`src/spec_sync.v`:
```
// Two-flop synchroniser for a group of pin inputs.
// Assumes inputs come from outside the i_clk domain.
`timescale 1ns/1ps

module spec_sync
#(
   parameter W = 3
)
(
   input wire i_clk,
   input wire i_srst,
   input wire [W-1:0] i_async,
   output reg [W-1:0] o_sync
);

   reg [W-1:0] meta_ff;

   // First stage feeds only the second stage
   always @(posedge i_clk)
   begin
      if (i_srst)
      begin
         meta_ff <= {W{1'b0}};
         o_sync <= {W{1'b0}};
      end
      else
      begin
         meta_ff <= i_async;
         o_sync <= meta_ff;
      end
   end

endmodule

```
`config.mk`:
```
export PLATFORM = sky130hd
export DESIGN_NAME = spec_sync
export DESIGN_NICKNAME = d
export VERILOG_FILES = /design/src/spec_sync.v
export SDC_FILE = /design/constraint.sdc
export NUM_CORES = 1
export LEC_CHECK = 0
export BUFFER_PORTS_ARGS = -buffer_cell sky130_fd_sc_hd__buf_2
export CAP_MARGIN = 20
export CORE_AREA = 3 3 40 42
export CTS_BUF_LIST = sky130_fd_sc_hd__clkbuf_8
export DETAILED_ROUTE_END_ITERATION = 8
export DIE_AREA = 0 0 43 45
export REMOVE_ABC_BUFFERS = 1
export SETUP_SLACK_MARGIN = 0.2
export SLEW_MARGIN = 20
export SYNTH_ARGS = -nofsm -noshare
export SYNTH_HDL_FRONTEND = slang
export SYNTH_SLANG_ARGS = --single-unit
```
`constraint.sdc`:
```
create_clock -name i_clk -period 0.8 [get_ports i_clk]
set_input_delay 0.16 -clock i_clk [delete_from_list [all_inputs] [get_ports i_clk]]
set_output_delay 0.16 -clock i_clk [all_outputs]
set_load 0.03 [all_outputs]
```
======== Word-level counts from Yosys, hierarchy flattened ========
Cells that the tools add are included.
storage, ports and cells
  bits in registers ....................... 6
  bits of input ports ..................... 5
  output and inout port bits .............. 3
  word-level logic and storage cells ...... 2

======== Depth between registers and ports, before layout ========
Gate-level depths: netlist of run 1.
  word-level depth ........................ 0
  gate-level depth with buffers ........... 1
  gate-level depth less buffers ........... 1

======== Worst setup path after synthesis of run 1 ========
OpenSTA, ideal clock, no wires.
  path type ............................... register -> output
  start ................................... register o_sync[0]
  end ..................................... output o_sync[0]
  arrival ................................. 459 ps
  required time ........................... 640 ps
  path slack .............................. 181 ps
  cell stages (with the launch flop) ...... 1
  buffers on the path ..................... 0
  cell sequence ........................... dfxtp_1
RTL lines
  what                    line  text
  start, declared         13    output reg [W-1:0] o_sync
  start signal, assigned  24    o_sync <= {W{1'b0}};
  start signal, assigned  29    o_sync <= meta_ff;
No word-level cell between the ends.

======== Worst setup path after layout of run 1 ========
  start ................................... register o_sync[2]
  end ..................................... output o_sync[2]
No word-level cell between the ends.

==> impl_metrics.toml, run 1 <==
[outcome]
outcome = "complete, but fails checks"
violations = "negative setup slack"

[worst_setup_path]
criticalPathCategory = "flop to output port"
worstSetupStartpointType = "flop"
crit_chain = "buf_6"
crit_family = "flip-flops"
cp.arrival_ns = 0.65
worst-path-buf-inv = 1
path_max_fanout = 1
critPathCaptureType = "output port"
cp.required_ns = 0.64
rrSetupSlack_ns = 0.29
slowest_stage = "dfxtp_2"
slowest_delay_ns = 0.31

[job]
maxCapViolations = 0

[sta]
hold_viol_final = 0
skew_ns = 0.00153
relSlewSlack_pct = 93.6
holdWs_ns = 0.153
rsz0062_at_grt = "yes"
layout_setup_ws_ns = -0.00939
finalCritPeriodShare_pct = 101
fmax_mhz = 1240
setup_violations = 3
period_needed_ns = 0.809
worst_pin_slew_ns = 0.0965
final.setup.tns_ns = -0.0247
drv_slew = 0

[finish]
fin_nets = 29
diodes = 0
multi_input_area_um2 = 37.5
drive_above_1_share_pct = 59.1
n_fill_cell = 139
seq_area_um2 = 124
stdcell_area_um2 = 275
area_growth_pct = 74.6

[synthesis]
ys_warn_count = 0
synth_cell_types = 2
netlist_area_um2 = 158
synth_top_flop_cell = "dfxtp_1"
synthArstFlopShare_pct = 0
netlist_top_cells_area = "dfxtp_1, nor2b_1"
yosysTopAreaCell = "dfxtp_1"
synth-edff-count = 0
yosysSeqAreaShare_pct = 76.2
avgSynthCellArea_um2 = 13.1
synth.top_cells.by_count = "dfxtp_1, nor2b_1"
synth-seq-cells = 6
yosysTopAreaCellShare_pct = 76.2
syn_inst = 12

[die]
die_area_um2 = 1940
ioPinCount = 8
coreArea_um2 = 1280
die_x_um = 43
start_util_pct = 12.3
core.rowCount = 13
die_h_um = 45

[global_route]
grt_pass1_wl_um = 427
gr-total-overflow = 0
grt_pass1_vias = 114
grt_max_degree = 7
antenna_found_initial = 0
grt_usage_pct = 4.01

[placed_design]
place_ws_ns = 0.168
port_buffers = 7
place_area_um2 = 211
place_congestion = 0.545

[detailed_routing]
viasPerCell = 2.81
ant_nets = 0
drt_iter0_drc = 0
num_vias = 104
drc_errors = 0
wl_per_cell_um = 5.89
firstDrtPassIters = 1
detail_route.wirelength_um = 218

[power]
power_w = 0.000798
clkPwrFrac_pct = 54.1
p_leak_nw = 0.120
peakVddDrop_v = 0.000976
p_int_w = 0.000663
p_seq_share_pct = 40.1
p_sw_w = 0.000136
p_per_area_nw_per_um2 = 2900
p_comb_share_pct = 5.8
p_sw_share_pct = 17.0

[min_path]
min_path_type = "input port to flop"

[cts]
root_buffer = "clkbuf_8"
hold_buffers = 0
cts_sinks = 6
h-tree-depth = 1
cts_tree = "done"
cts_buffer_depth = 2
clk_latency_ns = 0.22
cts_buffers = 3
cts.reportedPaths.clkPinSlew_ns = 0.03
==> timing repair <==
item | 4_1_cts | 5_1_grt
hold endpoints to repair | 0 | 0
buffers inserted | 0 | 0
endpoints found under the setup margin | 3 | 3
resized for setup | 9 | 0
==> flip-flops by register name, summed over array words and instances, names as in the netlist <==
name,flops
meta_ff,3
o_sync,3
==> per-stage QoR <==
stage               instances  utilization, %
CTS                        37            21.4
detailed placement         34            16.5
global route               37            21.4
floorplan                  12               -
finish                     37            21.4
global placement           34            16.5
==> logic make-up after synthesis <==
kind of cell,count (synthesis),synth area share (%)
flip-flops,6,76.2
AND/OR/NAND/NOR,6,23.8
==> cell type report <==
cell class | instances | area share (%)
Clock buffer | 3 | 15.0
Multi-Input combinational cell | 6 | 13.6
Sequential cell | 6 | 45.0
Tap cell | 15 | 6.82
Timing Repair Buffer | 7 | 19.5
==> path summary, 6_finish.rpt <==
path	from	end	cells past startpoint
worst max register to register	meta_ff[0]	o_sync[0]	1
worst min-delay path	i_async[1]	meta_ff[1]	2
worst min register to register	meta_ff[1]	o_sync[1]	1
worst max-delay path	o_sync[2]	o_sync[2]	1
==> routing by layer <==
metal,up-vias,wire length [µm],track usage (%)
met4,0,0,3.61
met3,0,65,7.17
li1,56,-,-
met1,38,92,2.43
met5,-,0,0
met2,10,60,4.19
==> cells in the final DEF, fill, tap and decap left out, drive strengths merged <==
cell and instances:
buf 7, nor2b 6, clkbuf 3, dfxtp 6
==> power groups by stage <==
| stage | clock (W) | combinational (W) | sequential [W] |
|---|---|---|---|
| after floorplan | 0 | 0.00000906 | 0.000334 |
| after global placement | 0 | 0.0000396 | 0.000322 |
| after detailed placement | 0 | 0.0000400 | 0.000322 |
| after CTS | 0.000447 | 0.0000471 | 0.000320 |
| after global routing | 0.000480 | 0.0000511 | 0.000321 |
| final | 0.000432 | 0.0000464 | 0.000320 |
Power figures use the tool's default switching activity.
==> inputs of run 2 (changes only) <==
Settings changed: ABC_AREA set to 1, SLEW_MARGIN 20 to 15.
==> run 2 against run 1 <==
Effect of this change: clock power about the same; core utilization up 0.58 points; highest routed layer unchanged; largest power group unchanged; routed wire length up 16%; the flow still finishes with violations (negative setup slack).
==> impl_metrics.toml, run 2 <==
[sta]
skew_ns = 0.00262
rsz0062_at_grt = "yes"
finalCritPeriodShare_pct = 101
fmax_mhz = 1230
period_needed_ns = 0.810
layout_setup_ws_ns = -0.00995
worst_pin_slew_ns = 0.107
hold_viol_final = 0
setup_violations = 3
relSlewSlack_pct = 92.9
drv_slew = 0

[placed_design]
place_congestion = 0.658
port_buffers = 7
place_inst = 40
place_area_um2 = 219

[worst_setup_path]
slowest_delay_ns = 0.31
path_max_fanout = 1
rrSetupSlack_ns = 0.33
slowest_stage = "dfxtp_2"
cp.arrival_ns = 0.65
worstSetupStartpointType = "flop"
critPathCaptureType = "output port"
worst-path-buf-inv = 1
criticalPathCategory = "flop to output port"
crit_family = "flip-flops"
crit_chain = "buf_6"
cp.required_ns = 0.64

[die]
coreArea_um2 = 1280
die_area_um2 = 1940
ioPinCount = 8
start_util_pct = 12.9
die_x_um = 43
core.rowCount = 13
die_h_um = 45

[global_route]
antenna_found_initial = 0
grt_pass1_vias = 103
grt_pass1_wl_um = 372
grt_usage_pct = 3.58
gr-total-overflow = 0
grt_max_degree = 7

[synthesis]
ys_warn_count = 0
synth-seq-cells = 6
synth_cell_types = 3
synth.top_cells.by_count = "dfxtp_1, inv_1, nor2_1"
netlist_top_cells_area = "dfxtp_1, inv_1, nor2_1"
synthArstFlopShare_pct = 0
synth_top_flop_cell = "dfxtp_1"
netlist_area_um2 = 165
synth-edff-count = 0
yosysTopAreaCell = "dfxtp_1"
syn_inst = 18
yosysSeqAreaShare_pct = 72.7
yosysTopAreaCellShare_pct = 72.7
avgSynthCellArea_um2 = 9.18

[power]
p_per_area_nw_per_um2 = 2840
p_comb_share_pct = 6.1
p_int_w = 0.000661
p_leak_nw = 0.143
p_sw_share_pct = 17.7
p_seq_share_pct = 39.9
p_sw_w = 0.000142
clkPwrFrac_pct = 54.0
peakVddDrop_v = 0.000789

[detailed_routing]
drc_errors = 0
detail_route.wirelength_um = 253
viasPerCell = 2.79
wl_per_cell_um = 5.88
ant_nets = 0
num_vias = 120
drt_iter0_drc = 1
firstDrtPassIters = 2

[finish]
n_fill_cell = 139
seq_area_um2 = 124
fin_util_pct = 22.0
mostFrequentLayoutCells = "inv_1, nor2_1, buf_2"
diodes = 0
fin_nets = 35
stdcell_area_um2 = 283
top_regs = "meta_ff (3), o_sync (3)"
finalNonFillerCells = 43
area_growth_pct = 71.2
multi_input_area_um2 = 22.5
drive_above_1_share_pct = 46.4

[outcome]
violations = "negative setup slack"
outcome = "complete, but fails checks"

[cts]
h-tree-depth = 1
cts_sinks = 6
root_buffer = "clkbuf_8"
clk_latency_ns = 0.22
cts_setup_buffers = 0
cts_tree = "done"
cts_buffer_depth = 2
cts_buffers = 3
cts.reportedPaths.clkPinSlew_ns = 0.03

[job]
maxCapViolations = 0

[min_path]
min_path_type = "input port to flop"
## run 2: cell count changes after synthesis
cell     delta
nor2b_1     -6
nor2_1      +6
inv_1       +6
## run 2: cell families (layout without fill, tap and decap cells)
family	after synthesis	count (layout)	synth area share (%)
flip-flops	6	6	72.7
AND/OR/NAND/NOR	6	6	13.6
buffers and inverters	6	16	13.6
## run 2: metal layers
metal  global-route usage [%]  routed length [µm]  vias to the layer above
met1                     2.66                  91                       43
met5                        0                   0                        -
met4                     1.81                   0                        0
met3                     7.17                  57                        0
met2                     3.29                 105                        8
li1                         -                   -                       69
## run 2: final cells by class
type	instances	share of cell area (%)
tap	15	6.64
clock buffer	3	14.6
multi-input combinational	6	7.96
timing repair buffer	7	19.0
inverter	6	7.96
sequential	6	43.8
## run 2: path summary, 6_finish.rpt
kind	endpoint	from	cells past startpoint
worst max-delay path	o_sync[1]	o_sync[1]	1
worst min-delay path	meta_ff[2]	i_async[2]	3
worst max register to register	o_sync[1]	meta_ff[1]	2
worst min register to register	o_sync[2]	meta_ff[2]	2
## run 2: metrics by stage
step           hold slack, ns  power, W  TNS (ns)  worst slack [ns]
6_report                0.148  0.000803   -0.0263          -0.00995
2_1_floorplan           0.231  0.000345         0             0.181
3_5_place_dp            0.370  0.000365         0             0.165
5_1_grt                 0.153  0.000849   -0.0903           -0.0317
3_3_place_gp            0.368  0.000364         0             0.171
4_1_cts                 0.146  0.000817   -0.0479           -0.0184
## run 2: worst register-to-register path: stages, from the launching register on
cell and delay, ns:
dfxtp_1 0.28, inv_1 0.04, nor2_1 0.03
## run 2: power groups by stage
stage / combinational [W] / clock [W] / sequential (W)
floorplan: 0.0000103 / 0 / 0.000335
global placement: 0.0000419 / 0 / 0.000322
detailed placement: 0.0000425 / 0 / 0.000322
CTS: 0.0000494 / 0.000447 / 0.000321
global route: 0.0000539 / 0.000473 / 0.000322
finish: 0.0000486 / 0.000433 / 0.000321
## run 2: what timing repair did
action,4_1_cts,5_1_grt
hold buffers,0,0
resized for setup,9,0
setup endpoints to repair,3,3
==> inputs of run 3 (changes only) <==
Settings changed: CAP_MARGIN 20 to not set, RECOVER_POWER set to 50.
Clock period 0.8 ns to 1 ns, I/O delays scaled along.
==> run 3 against run 2 <==
Effect of this change: the run now ends clean; final cell count unchanged; combinational power down 21%; register-to-register slack better by 0.19 ns; sequential power down 20%; non-clock buffer count unchanged.
==> impl_metrics.toml, run 3 (synthesized netlist as in run 2, its figures left out) <==
[worst_setup_path]
cp.arrival_ns = 0.65
worst-path-buf-inv = 1
regToRegEndpoint = "o_sync[1]"
slowest_delay_ns = 0.31
rr_worst_depth = 2
crit_family = "flip-flops"
criticalPathCategory = "flop to output port"
slowest_stage = "dfxtp_2"
critPathCaptureType = "output port"
crit_chain = "buf_6"
path_max_fanout = 1
worstSetupStartpointType = "flop"
cp.required_ns = 0.80
rrSetupSlack_ns = 0.52
r2r-start = "meta_ff[1]"

[cts]
cts_tree = "done"
clk_latency_ns = 0.22
cts.reportedPaths.clkPinSlew_ns = 0.03
cts_buffers = 3
cts_buffer_depth = 2
h-tree-depth = 1
root_buffer = "clkbuf_8"
cts_sinks = 6

[finish]
n_fill_cell = 140
fin_nets = 35
diodes = 0
drive_above_1_share_pct = 42.9
mostFrequentLayoutCells = "inv_1, nor2_1"
stdcell_area_um2 = 282
area_growth_pct = 70.5
top_regs = "meta_ff (3), o_sync (3)"

[global_route]
met1_usage_pct = 2.66
busiest_layer = "met3"
gr-total-overflow = 0
grt_pass1_wl_um = 372
grt_util_met2_pct = 3.29
grt_usage_pct = 3.58
met3_usage_pct = 7.17
antenna_found_initial = 0
grt_pass1_vias = 103
grt_max_degree = 7

[die]
die_h_um = 45
die_x_um = 43
core.rowCount = 13
ioPinCount = 8
die_area_um2 = 1940
start_util_pct = 12.9
coreArea_um2 = 1280

[power]
p_leak_nw = 0.140
peakVddDrop_v = 0.000631
p_per_area_nw_per_um2 = 2280

[sta]
setup_violations = 0
finalCritPeriodShare_pct = 85.0
fmax_mhz = 1180
rsz0062_at_grt = "yes"
final.setup.tns_ns = 0
period_needed_ns = 0.850
layout_setup_ws_ns = 0.150
drv_slew = 0
worst_pin_slew_ns = 0.243
skew_ns = 0.00262
hold_viol_final = 0
relSlewSlack_pct = 83.8

[detailed_routing]
drc_errors = 0
viasPerCell = 2.79
num_vias = 120
ant_nets = 0
detail_route.wirelength_um = 252
firstDrtPassIters = 2
drt_iter0_drc = 1
wl_per_cell_um = 5.86

[placed_design]
place_ws_ns = 0.325
place_area_um2 = 219
place_congestion = 0.658
port_buffers = 7

[min_path]
hp-start = "i_async[2]"
min_path_type = "input port to flop"
hold_path_end = "meta_ff[2]"
hold_depth = 3

[job]
maxCapViolations = 0

[outcome]
outcome = "finished, final reports clean"
-- run 3: cell types whose count changed in the layout (fill, tap and decap cells not counted), sizes merged --
cell    previous run  this run
buf                7         6
clkbuf             3         4
-- run 3: worst register-to-register path: stages (launching register included) --
cell,delay (ns)
dfxtp_1,0.28
inv_1,0.04
nor2_1,0.03
-- run 3: repair_timing --
item                                   in CTS  in global routing
pin swaps                                   0                  0
setup buffers                               0                  0
endpoints found under the hold margin       0                  0
resized for setup                           9                  0
setup endpoints to repair                   3                  3
cloned                                      0                  0
hold buffers                                0                  0
-- run 3: power by group --
group	leakage [nW]	total, W	internal, W	switching (W)
logic	0.0679	0.0000383	0.0000177	0.0000205
registers	0.0508	0.000256	0.000253	0.00000330
clock network	0.0216	0.000347	0.000257	0.0000895
-- run 3: cell type report --
| class | count | area (µm²) | share of cell area [%] |
|---|---|---|---|
| sequential | 6 | 124 | 44.0 |
| timing repair buffer | 7 | 52.6 | 18.7 |
| clock buffer | 3 | 41.3 | 14.7 |
| multi-input combinational | 6 | 22.5 | 8.00 |
| inverter | 6 | 22.5 | 8.00 |
| tap | 15 | 18.8 | 6.67 |
-- run 3: stage by stage --
step	power, W	utilization [%]	hold slack, ns	instances
2_1_floorplan	0.000276	-	0.271	18
3_3_place_gp	0.000291	17.0	0.392	40
3_5_place_dp	0.000292	17.0	0.396	40
4_1_cts	0.000654	22.0	0.186	43
5_1_grt	0.000679	21.9	0.193	43
6_report	0.000641	21.9	0.188	43
-- run 3: worst max path at each step --
| stage | startpoint | endpoint | depth (start not counted) |
|---|---|---|---|
| after floorplan | o_sync[0] | o_sync[0] | 0 |
| after global placement | o_sync[2] | o_sync[2] | 1 |
| after detailed placement | o_sync[1] | o_sync[1] | 1 |
| after CTS | o_sync[1] | o_sync[1] | 1 |
| after global routing | o_sync[2] | o_sync[2] | 1 |
| final | o_sync[1] | o_sync[1] | 1 |
-- run 3: per-layer routing --
layer | wire length (µm) | up-vias
met4 | 0 | 0
met5 | 0 | -
li1 | - | 69
met2 | 105 | 8
met1 | 90 | 43
met3 | 57 | 0
